[src/core/prtpm_pkg.sv]
/*
 * Constants, field layouts and carrier types of the prescaled pulse timer.
 * Assumes a 32-bit APB master with byte-wide registers in the low data lane.
 */
package prtpm_pkg;

	// --------------------------------------------------------------------
	// Register indices; the byte address is four times the index
	// --------------------------------------------------------------------
	localparam int          ADDR_W         = 12;
	localparam logic [11:0] IDX_CONTROL    = 12'h100;
	localparam logic [11:0] IDX_IO_CONTROL = 12'h101;
	localparam logic [11:0] IDX_MODE       = 12'h102;
	localparam logic [11:0] IDX_PRESCALER  = 12'h103;
	localparam logic [11:0] IDX_MAIN_COUNT = 12'h104;

	// --------------------------------------------------------------------
	// Control register bit positions
	// --------------------------------------------------------------------
	localparam int CTL_START_BIT  = 0;
	localparam int CTL_STATUS_BIT = 1;
	localparam int CTL_STOP_BIT   = 2;
	localparam int CTL_EDGE_BIT   = 4;
	localparam int CTL_UNDF_BIT   = 5;

	// --------------------------------------------------------------------
	// Reset values and timing counts
	// --------------------------------------------------------------------
	localparam logic [7:0] RST_IO_CONTROL = 8'h00;
	localparam logic [7:0] RST_MODE       = 8'h00;
	localparam logic [7:0] RST_COUNT      = 8'hff;
	localparam int         FILTER_SAMPLES = 3;
	localparam int         SUB_DIV_W      = 5;

	// --------------------------------------------------------------------
	// Encodings
	// --------------------------------------------------------------------
	typedef enum logic [2:0] {
		MODE_TIMER = 3'b000,
		MODE_PULSE = 3'b001,
		MODE_EVENT = 3'b010,
		MODE_WIDTH = 3'b011
	} prtpm_mode_t;

	typedef enum logic [2:0] {
		SRC_F1   = 3'b000,
		SRC_F8   = 3'b001,
		SRC_OSC  = 3'b010,
		SRC_F2   = 3'b011,
		SRC_SUB32 = 3'b100,
		SRC_SUB  = 3'b110
	} prtpm_src_t;

	localparam logic [1:0] FILT_OFF = 2'b00;
	localparam logic [1:0] FILT_F1  = 2'b01;
	localparam logic [1:0] FILT_F8  = 2'b10;
	localparam logic [1:0] FILT_F32 = 2'b11;
	localparam logic [1:0] GATE_LOW = 2'b10;

	typedef struct packed {
		logic [1:0] eventGateSel;
		logic [1:0] inputFilterSel;
		logic       reserved;
		logic       companionOutputEnable;
		logic       ioOutputInhibit;
		logic       polaritySelect;
	} prtpm_ioctl_t;

	typedef struct packed {
		logic       sourceCutoff;
		logic [2:0] sourceSel;
		logic       reserved;
		logic [2:0] modeSel;
	} prtpm_modereg_t;

endpackage

[src/core/prtpm_timer.sv]
/*
 * Prescaled 8-bit timer with pulse output, event counting and pulse width
 * measurement, reached over APB.
 * Assumes one 100 MHz clock; pins and foreign clocks arrive asynchronously.
 */
// The implementer's own choice: the APB slave port.
`timescale 1ns/1ns
`default_nettype none

module prtpm_timer (
	input  wire logic                      clk,
	input  wire logic                      reset,
	input  wire logic                      psel,
	input  wire logic                      penable,
	input  wire logic                      pwrite,
	input  wire logic [prtpm_pkg::ADDR_W-1:0] paddr,
	input  wire logic [31:0]               pwdata,
	input  wire logic [3:0]                pstrb,
	output logic      [31:0]               prdata,
	output logic                           pready,
	output logic                           pslverr,
	input  wire logic                      onchipOscClock,
	input  wire logic                      subclockRaw,
	input  wire logic                      pulseIoIn,
	output logic                           pulseIoOut,
	output logic                           pulseIoOe,
	output logic                           invertedOut,
	output logic                           invertedOutEn,
	input  wire logic                      companionTimerOutput,
	output logic                           timerIrq
);
	import prtpm_pkg::*;

	// --------------------------------------------------------------------
	// Declarations
	// --------------------------------------------------------------------
	prtpm_ioctl_t         ioCtl_reg;
	prtpm_modereg_t       modeReg_reg;
	logic [7:0]           preCnt_reg, preReload_reg, mainCnt_reg, mainReload_reg;
	logic                 prePend_reg, mainPend_reg;
	logic                 start_reg, undf_reg, edgeFlag_reg;
	logic                 compLevel_reg, timerIrq_reg;
	logic [7:0]           prdata_reg;
	logic [3:0]           sync1_reg, sync2_reg, prevSync_reg;
	logic [4:0]           divCnt_reg;
	logic [SUB_DIV_W-1:0] subDiv_reg;
	logic [FILTER_SAMPLES-1:0] hist_reg;
	logic                 filtLevel_reg, prevFilt_reg;
	logic                 wrEn, rdSetup, mapped;
	logic                 wrCtl, wrIo, wrMode, wrPre, wrMain, forceStop;
	logic [7:0]           wByte, rByte;
	logic                 oscTick, subTick, sub32Tick, f2Tick, f8Tick, f32Tick;
	logic                 intTick, sampleEn, evTick, gateOk, inLevel, widthEnd;
	logic                 countTick, preUnderflow, mainUnderflow;
	logic                 modePulse, modeEvent, modeWidth;

	assign wByte     = pwdata[7:0];
	assign modePulse = (modeReg_reg.modeSel == MODE_PULSE);
	assign modeEvent = (modeReg_reg.modeSel == MODE_EVENT);
	assign modeWidth = (modeReg_reg.modeSel == MODE_WIDTH);

	// --------------------------------------------------------------------
	// APB slave
	// --------------------------------------------------------------------
	// Zero wait states: read data is captured in the setup phase.
	assign pready  = 1'b1;
	assign pslverr = psel & penable & ~mapped;
	assign prdata  = {24'h000000, prdata_reg};
	assign wrEn    = psel & penable & pwrite & pstrb[0] & mapped;
	assign rdSetup = psel & ~penable & ~pwrite;

	always_comb begin
		mapped = 1'b1;
		wrCtl  = 1'b0;
		wrIo   = 1'b0;
		wrMode = 1'b0;
		wrPre  = 1'b0;
		wrMain = 1'b0;
		rByte  = 8'h00;
		if (paddr == {IDX_CONTROL[9:0], 2'b00}) begin
			wrCtl = wrEn;
			rByte = {2'b00, undf_reg, edgeFlag_reg, 2'b00, start_reg, start_reg};
		end else if (paddr == {IDX_IO_CONTROL[9:0], 2'b00}) begin
			wrIo  = wrEn;
			rByte = ioCtl_reg;
		end else if (paddr == {IDX_MODE[9:0], 2'b00}) begin
			wrMode = wrEn;
			rByte  = modeReg_reg;
		end else if (paddr == {IDX_PRESCALER[9:0], 2'b00}) begin
			wrPre = wrEn;
			rByte = preCnt_reg;
		end else if (paddr == {IDX_MAIN_COUNT[9:0], 2'b00}) begin
			wrMain = wrEn;
			rByte = mainCnt_reg;
		end else begin
			mapped = 1'b0;
		end
	end

	assign forceStop = wrCtl & wByte[CTL_STOP_BIT];

	always_ff @(posedge clk) begin
		if (reset) begin
			prdata_reg <= 8'h00;
		end else if (rdSetup) begin
			prdata_reg <= rByte;
		end
	end

	always_ff @(posedge clk) begin
		if (reset) begin
			ioCtl_reg   <= RST_IO_CONTROL;
			modeReg_reg <= RST_MODE;
		end else begin
			if (wrIo) begin
				ioCtl_reg <= wByte;
			end
			if (wrMode) begin
				modeReg_reg <= {wByte[7:4], 1'b0, wByte[2:0]};
			end
		end
	end

	always_ff @(posedge clk) begin
		if (reset) begin
			start_reg <= 1'b0;
		end else if (wrCtl) begin
			start_reg <= wByte[CTL_START_BIT] & ~wByte[CTL_STOP_BIT];
		end
	end

	// flags: a set in the clearing cycle wins
	always_ff @(posedge clk) begin
		if (reset) begin
			undf_reg     <= 1'b0;
			edgeFlag_reg <= 1'b0;
		end else begin
			if (mainUnderflow) begin
				undf_reg <= 1'b1;
			end else if (wrCtl & ~wByte[CTL_UNDF_BIT]) begin
				undf_reg <= 1'b0;
			end
			if (widthEnd) begin
				edgeFlag_reg <= 1'b1;
			end else if (wrCtl & ~wByte[CTL_EDGE_BIT]) begin
				edgeFlag_reg <= 1'b0;
			end
		end
	end

	// --------------------------------------------------------------------
	// Input synchronisers and clock dividers
	// --------------------------------------------------------------------
	// two stages before any logic
	always_ff @(posedge clk) begin
		if (reset) begin
			sync1_reg    <= 4'h0;
			sync2_reg    <= 4'h0;
			prevSync_reg <= 4'h0;
		end else begin
			sync1_reg    <= {companionTimerOutput, subclockRaw, onchipOscClock, pulseIoIn};
			sync2_reg    <= sync1_reg;
			prevSync_reg <= sync2_reg;
		end
	end

	// Foreign clocks become one-cycle enables; they must run below half clk.
	assign oscTick   = sync2_reg[1] & ~prevSync_reg[1];
	assign subTick   = sync2_reg[2] & ~prevSync_reg[2];
	assign sub32Tick = subTick & (&subDiv_reg);
	assign f2Tick    = divCnt_reg[0];
	assign f8Tick    = &divCnt_reg[2:0];
	assign f32Tick   = &divCnt_reg;

	always_ff @(posedge clk) begin
		if (reset) begin
			divCnt_reg <= 5'h00;
			subDiv_reg <= '0;
		end else begin
			divCnt_reg <= divCnt_reg + 5'h01;
			if (subTick) begin
				subDiv_reg <= subDiv_reg + 1'b1;
			end
		end
	end

	always_comb begin
		case (modeReg_reg.sourceSel)
			SRC_F1:    intTick = 1'b1;
			SRC_F2:    intTick = f2Tick;
			SRC_F8:    intTick = f8Tick;
			SRC_OSC:   intTick = oscTick;
			SRC_SUB32: intTick = sub32Tick;
			SRC_SUB:   intTick = subTick;
			default:   intTick = 1'b0;
		endcase
	end

	// --------------------------------------------------------------------
	// Input filter and edge detection
	// --------------------------------------------------------------------
	// sampling rate
	always_comb begin
		case (ioCtl_reg.inputFilterSel)
			FILT_F1:  sampleEn = 1'b1;
			FILT_F8:  sampleEn = f8Tick;
			FILT_F32: sampleEn = f32Tick;
			default:  sampleEn = 1'b0;
		endcase
	end

	// three equal samples decide the level
	always_ff @(posedge clk) begin
		if (reset) begin
			hist_reg      <= '0;
			filtLevel_reg <= 1'b0;
			prevFilt_reg  <= 1'b0;
		end else begin
			prevFilt_reg <= filtLevel_reg;
			if (sampleEn) begin
				hist_reg <= {hist_reg[FILTER_SAMPLES-2:0], sync2_reg[0]};
			end
			if (ioCtl_reg.inputFilterSel == FILT_OFF) begin
				filtLevel_reg <= sync2_reg[0];
			end else if (&hist_reg) begin
				filtLevel_reg <= 1'b1;
			end else if (~|hist_reg) begin
				filtLevel_reg <= 1'b0;
			end
		end
	end

	// gate admits events while the companion timer output is low
	assign gateOk = (ioCtl_reg.eventGateSel != GATE_LOW) | ~sync2_reg[3];
	assign evTick = gateOk & (ioCtl_reg.polaritySelect ? (prevFilt_reg & ~filtLevel_reg)
	                                                   : (~prevFilt_reg & filtLevel_reg));
	// polarity zero measures the low level
	assign inLevel  = (filtLevel_reg == ioCtl_reg.polaritySelect);
	assign widthEnd = start_reg & modeWidth & (prevFilt_reg == ioCtl_reg.polaritySelect) &
	                  ~inLevel;

	// only the three mode codes count
	always_comb begin
		countTick = 1'b0;
		if (start_reg & ~modeReg_reg.sourceCutoff) begin
			if (modePulse) begin
				countTick = intTick;
			end else if (modeEvent) begin
				countTick = evTick;
			end else if (modeWidth) begin
				countTick = intTick & inLevel;
			end
		end
	end

	// --------------------------------------------------------------------
	// Prescaler and main counter
	// --------------------------------------------------------------------
	assign preUnderflow  = countTick & ~prePend_reg & (preCnt_reg == 8'h00);
	assign mainUnderflow = preUnderflow & ~mainPend_reg & (mainCnt_reg == 8'h00);

	always_ff @(posedge clk) begin
		if (reset | forceStop) begin
			preCnt_reg    <= RST_COUNT;
			preReload_reg <= RST_COUNT;
			prePend_reg   <= 1'b0;
		end else if (wrPre) begin
			preReload_reg <= wByte;
			// stopped writes land at once, running ones wait
			if (!start_reg) begin
				preCnt_reg  <= wByte;
				prePend_reg <= 1'b0;
			end else begin
				prePend_reg <= 1'b1;
			end
		end else if (countTick) begin
			// pending load in step with the count source
			if (prePend_reg) begin
				preCnt_reg  <= preReload_reg;
				prePend_reg <= 1'b0;
			end else if (preCnt_reg == 8'h00) begin
				preCnt_reg <= preReload_reg;
			end else begin
				preCnt_reg <= preCnt_reg - 8'h01;
			end
		end
	end

	// main counter divides prescaler underflows by m+1
	always_ff @(posedge clk) begin
		if (reset | forceStop) begin
			mainCnt_reg    <= RST_COUNT;
			mainReload_reg <= RST_COUNT;
			mainPend_reg   <= 1'b0;
		end else if (wrMain) begin
			mainReload_reg <= wByte;
			// stopped writes land at once, running ones wait
			if (!start_reg) begin
				mainCnt_reg  <= wByte;
				mainPend_reg <= 1'b0;
			end else begin
				mainPend_reg <= 1'b1;
			end
		end else if (preUnderflow) begin
			// pending load at a prescaler underflow
			if (mainPend_reg) begin
				mainCnt_reg  <= mainReload_reg;
				mainPend_reg <= 1'b0;
			end else if (mainCnt_reg == 8'h00) begin
				mainCnt_reg <= mainReload_reg;
			end else begin
				mainCnt_reg <= mainCnt_reg - 8'h01;
			end
		end
	end

	// --------------------------------------------------------------------
	// Outputs
	// --------------------------------------------------------------------
	// The companion level is stored; the pulse pin is its inverse.
	always_ff @(posedge clk) begin
		if (reset) begin
			compLevel_reg <= 1'b0;
		end else if (wrMode) begin
			compLevel_reg <= ioCtl_reg.polaritySelect;
		end else if (mainUnderflow & (modePulse | modeEvent)) begin
			compLevel_reg <= ~compLevel_reg;
		end
	end

	always_ff @(posedge clk) begin
		if (reset) begin
			timerIrq_reg <= 1'b0;
		end else begin
			timerIrq_reg <= (mainUnderflow & (modePulse | modeEvent | modeWidth)) | widthEnd;
		end
	end

	assign timerIrq   = timerIrq_reg;
	assign pulseIoOut = ~compLevel_reg;
	assign pulseIoOe  = modePulse & ~ioCtl_reg.ioOutputInhibit;
	assign invertedOut = compLevel_reg;
	assign invertedOutEn = ioCtl_reg.companionOutputEnable & (modePulse | modeEvent);
endmodule

`default_nettype wire

[config.mk]
export PLATFORM = sky130hd
export DESIGN_NAME = prtpm_timer
export DESIGN_NICKNAME = d
export VERILOG_FILES = /design/src/core/prtpm_pkg.sv /design/src/core/prtpm_timer.sv
export SDC_FILE = /design/constraint.sdc
export NUM_CORES = 1
export LEC_CHECK = 0
export ABC_AREA = 1
export BUFFER_PORTS_ARGS = -buffer_cell sky130_fd_sc_hd__buf_2
export CORE_MARGIN = 1
export CORE_UTILIZATION = 40
export CTS_CLUSTER_SIZE = 12
export DETAILED_ROUTE_END_ITERATION = 12
export GPL_TIMING_DRIVEN = 0
export MAX_ROUTING_LAYER = met4
export PLACE_DENSITY = 0.66
export SYNTH_ARGS = -nofsm -noshare
export SYNTH_HDL_FRONTEND = slang
export SYNTH_SLANG_ARGS = --single-unit
[constraint.sdc]
create_clock -name clk -period 1.7 [get_ports clk]
set_clock_uncertainty 0.1 [all_clocks]
set_input_delay 0.17 -clock clk [delete_from_list [all_inputs] [get_ports clk]]
set_output_delay 0.17 -clock clk [all_outputs]
set_load 0.1 [all_outputs]
==> results by group <==
Layout
  • Layout cell share with drive strength beyond 1: 22.6%
  • Post-layout instance area: 5970 sq um
  • Nets: 871
  • Antenna fix cells: 0
  • Final core utilization: 51.6%
  • Layout area overhead: 24.5%
  • Fillers: 1176
  • Filler-free cell count of the finished design: 953

Floorplan
  • Die Ht: 111 microns
  • Row count: 39
  • Die area: 12400 sq um
  • Die width: 111 microns
  • Core area: 11600 sq um
  • Starting Density: 41.4%
  • I/O pin count: 96

STA
  • Final setup fails: 22
  • Final hold slack: 0.0551 ns
  • RSZ-0062 raised after global routing: yes
  • Final hold violations: 0
  • Setup WS post-layout: -0.303 ns
  • Max Transition Viols Final: 0
  • Max-slew headroom: 58.5%
  • Crit path time final: 2.00 ns
  • Max Clk Rate: 0.499 GHz
  • Final setup TNS: -5.94 ns
  • Slew @ Worst Pin: 0.617 ns
  • Tcrit/Tclk final: 118%

CTS
  • Clock transition at the registers of the reported paths: 0.07 ns
  • Clock sink count: 87
  • Longest Clk Path Bufs: 2
  • Clk Latency, worst-skew pair: 0.35 ns
  • TritonCTS buffer count: 9
  • CTS tree: done
  • Root buffer cell: clkbuf_16
  • Htree depth: 3

Setup path
  • Crit-path cells: ha_1 -> ha_1 -> o21ai_0 -> nand2_1 -> nand2_1 -> nor2_1 -> nand2_1 -> nand2_2 -> nand2_2 -> nand2_4 -> nand2_8 -> clkinv_8 -> nand2_4 -> nand3_2
  • R2R Setup Slk: -0.30 ns
  • Family with the most delay on the worst path: simple AND/OR/NAND/NOR gates
  • WP data arrival: 2.13 ns
  • Maximum fanout along the worst path: 8
  • Worst Setup Path Type: register to register
  • Endpoint class of the critical path: register
  • R2R Path Start: divCnt_reg[0]$_SDFF_PP0_
  • Critical Path RT: 1.82 ns
  • Critical Path Max Stage Delay: 0.34 ns
  • End of the worst register-to-register path: preCnt_reg[4]$_SDFFE_PP1P_
  • Most used cell, CP: nand2_1
  • Worst r2r path cells: 14
  • Slowest cell on crit path: dfxtp_1
  • CP bufs+invs: 1
  • Worst setup SP type: register

Placement
  • Placed Cells: 924
  • Placed inst area: 5340 sq um
  • Detailed placement HPWL: 9.75 mm
  • Port bufs: 43
  • Setup WS pre-CTS: -0.418 ns
  • GP Congestion: 0.914

Routing
  • DR vias/cell: 4.90
  • Wl on met1: 5.94 mm
  • Routed len/inst: 14.0 microns
  • Met3 WL: 554 microns
  • Uppermost layer routed: met4
  • Post-route ant nets: 0
  • Remaining DRCs: 10
  • Initial DRC count: 308
  • Drt total wl: 13.3 mm
  • Met2 wire length: 6.60 mm
  • First-pass iteration count of the detailed router: 9
  • DR vias: 4670

GRT
  • Number of global-route vias before repair: 4199
  • Remaining Overflow, GRT: 0
  • Antenna violations before repair: 0
  • First-pass GRT wire length: 20.9 mm
  • Largest net degree at the start of global routing: 16
  • GRT Total Usage: 22.3%

Logic synthesis
  • Mux cell area share after synthesis: 0%
  • Post-Synth XOR/XNOR Area: 0.548%
  • Synth top area cells: dfxtp_1, nand2_1, inv_1
  • Area share of and/or/nand/nor cells after synthesis: 33.6%
  • Register area share after synthesis: 36.3%
  • Post-synthesis cell area: 4790 sq um
  • Number of synthesized flops with an enable pin: 0
  • Compound-Gate Fraction of Synth Area: 12.6%
  • Async SR Flop Fraction: 0%
  • Syn. warnings: 0
  • Post-synthesis adder-cell area fraction: 2.35%
  • Synth unique cells: 42
  • Top-area cell type share of the netlist area: 36.3%
  • Combinational family with the most area after synthesis: simple AND/OR/NAND/NOR gates
  • Post-Synthesis Cells: 715
  • Post-Syn Area per Cell: 6.70 sq um
  • Largest area contributor in the netlist: dfxtp_1
  • Register bit total from synthesis: 87
  • Top FF cell, synth: dfxtp_1

Run
  • # Max-Cap Violations: 0

Power and ir drop
  • Clk pwr share: 44.0%
  • Leakage: 2.99 nW
  • Sequential share of power: 44.6%
  • Max VDD drop: 0.756 mV
  • Switching power: 1.27 mW
  • Comb power frac: 11.3%
  • Cell Int Power: 3.36 mW
  • Pwr Total: 4.64 mW
  • Switch share: 27.5%
  • Cell Pwr Density: 777 nW/um^2

Worst hold path
  • Min-Delay Path Class: input port to register
  • Hold depth: 3
  • Hold Crit Start: pwdata[3]
  • Worst hold endpoint: ioCtl_reg[3]$_SDFFE_PP0P_

Outcome
  • Failing checks: DRC, setup timing
  • Status: finished, violations left
[layout by cell type, fill, tap and decap left out, types with 3 or more instances in the layout]
| master | instances |
|---|---|
| nand2_1 | 154 |
| inv_1 | 101 |
| dfxtp_1 | 82 |
| nor2_1 | 61 |
| nand3_1 | 52 |
| buf_2 | 47 |
| o21ai_0 | 33 |
| buf_4 | 33 |
| a21oi_1 | 29 |
| conb_1 | 25 |
| nand4_1 | 19 |
| o211ai_1 | 17 |
| nand2_2 | 16 |
| o21ai_1 | 14 |
| nand2_4 | 11 |
| inv_2 | 10 |
| nor2_2 | 9 |
| clkbuf_16 | 9 |
| nand3_2 | 7 |
| ha_1 | 7 |
| nor2_4 | 5 |
| nor3_1 | 5 |
| dfxtp_2 | 5 |
| nand3_4 | 4 |
| dlygate4sd3_1 | 4 |
| buf_1 | 3 |
| clkbuf_1 | 3 |
| a31oi_1 | 3 |
| o221ai_1 | 3 |
[cells by family after synthesis]
group / Yosys count
AOI/OAI and AO/OA: 105
DFF: 87
and+or+nand+nor: 355
adders and majority gates: 9
xor gates and xnor gates: 3
other: 2
buffers and inverters: 154
[synth_stat cells (2+ instances only)]
library cell,number
nand2_1,174
inv_1,105
dfxtp_1,87
nor2_1,68
nand3_1,58
o21ai_0,34
a21oi_1,30
buf_4,25
nand4_1,19
o211ai_1,17
o21ai_1,13
ha_1,9
buf_2,8
inv_2,7
nor3_1,7
nand2_2,6
nor2_2,6
clkbuf_1,4
a31oi_1,3
buf_1,3
nand3_4,3
o221ai_1,3
and3_1,2
conb_1,2
nand3_2,2
nand3b_1,2
or2_2,2
xor2_1,2
[tightest hold or removal path, delay by kind of cell]
kind / cells / cell delay [ns]
AOI/OAI and AO/OA: 1 / 0.08
and+or+nand+nor: 1 / 0.07
buffers and inverters: 1 / 0.15
[power by group through the flow]
stage / clock network, mW / registers, mW / logic (mW)
finish: 2.04 / 2.07 / 0.525
global route: 2.13 / 2.07 / 0.554
CTS: 2.07 / 2.07 / 0.518
detailed placement: 0 / 2.12 / 0.504
global placement: 0 / 2.12 / 0.503
floorplan: 0 / 2.11 / 0.404
[metal layers]
metal  up-vias  GRT usage (%)
met3        19           3.92
li1       2432              -
met5         -              -
met1      2116           26.1
met2       103           38.6
met4         0           7.48
[worst max path at each step]
stage,slack [ns],endpoint,cells after the start,startpoint
after floorplan,-0.15,mainPend_reg$_SDFFE_PP0P_,16,subDiv_reg[1]$_SDFFE_PP0P_
after global placement,-0.41,mainPend_reg$_SDFFE_PP0P_,16,subDiv_reg[1]$_SDFFE_PP0P_
after detailed placement,-0.42,mainCnt_reg[1]$_SDFFE_PP1P_,17,subDiv_reg[1]$_SDFFE_PP0P_
after CTS,-0.29,mainCnt_reg[1]$_SDFFE_PP1P_,17,subDiv_reg[1]$_SDFFE_PP0P_
after global routing,-0.46,preCnt_reg[5]$_SDFFE_PP1P_,18,subDiv_reg[1]$_SDFFE_PP0P_
final,-0.30,preCnt_reg[4]$_SDFFE_PP1P_,14,divCnt_reg[0]$_SDFF_PP0_
[final cells by class]
| type | instances | area [sq um] | area share (%) |
|---|---|---|---|
| buffer | 41 | 269 | 4.51 |
| clock buffer | 10 | 239 | 4.01 |
| clock inverter | 6 | 67.6 | 1.13 |
| inverter | 113 | 437 | 7.32 |
| multi-input combinational | 498 | 2690 | 45.0 |
| sequential | 87 | 1750 | 29.3 |
| tap | 143 | 179 | 3.00 |
| timing repair buffer | 55 | 342 | 5.73 |
[what timing repair did]
action | 4_1_cts | 5_1_grt
pin swaps | 7 | 4
buffers inserted | 7 | 1
gates cloned | 1 | 0
endpoints found under the hold margin | 4 | 0
gates resized for setup | 25 | 40
hold buffers | 4 | 0
endpoints found under the setup margin | 24 | 41
Power figures use the tool's default switching activity.
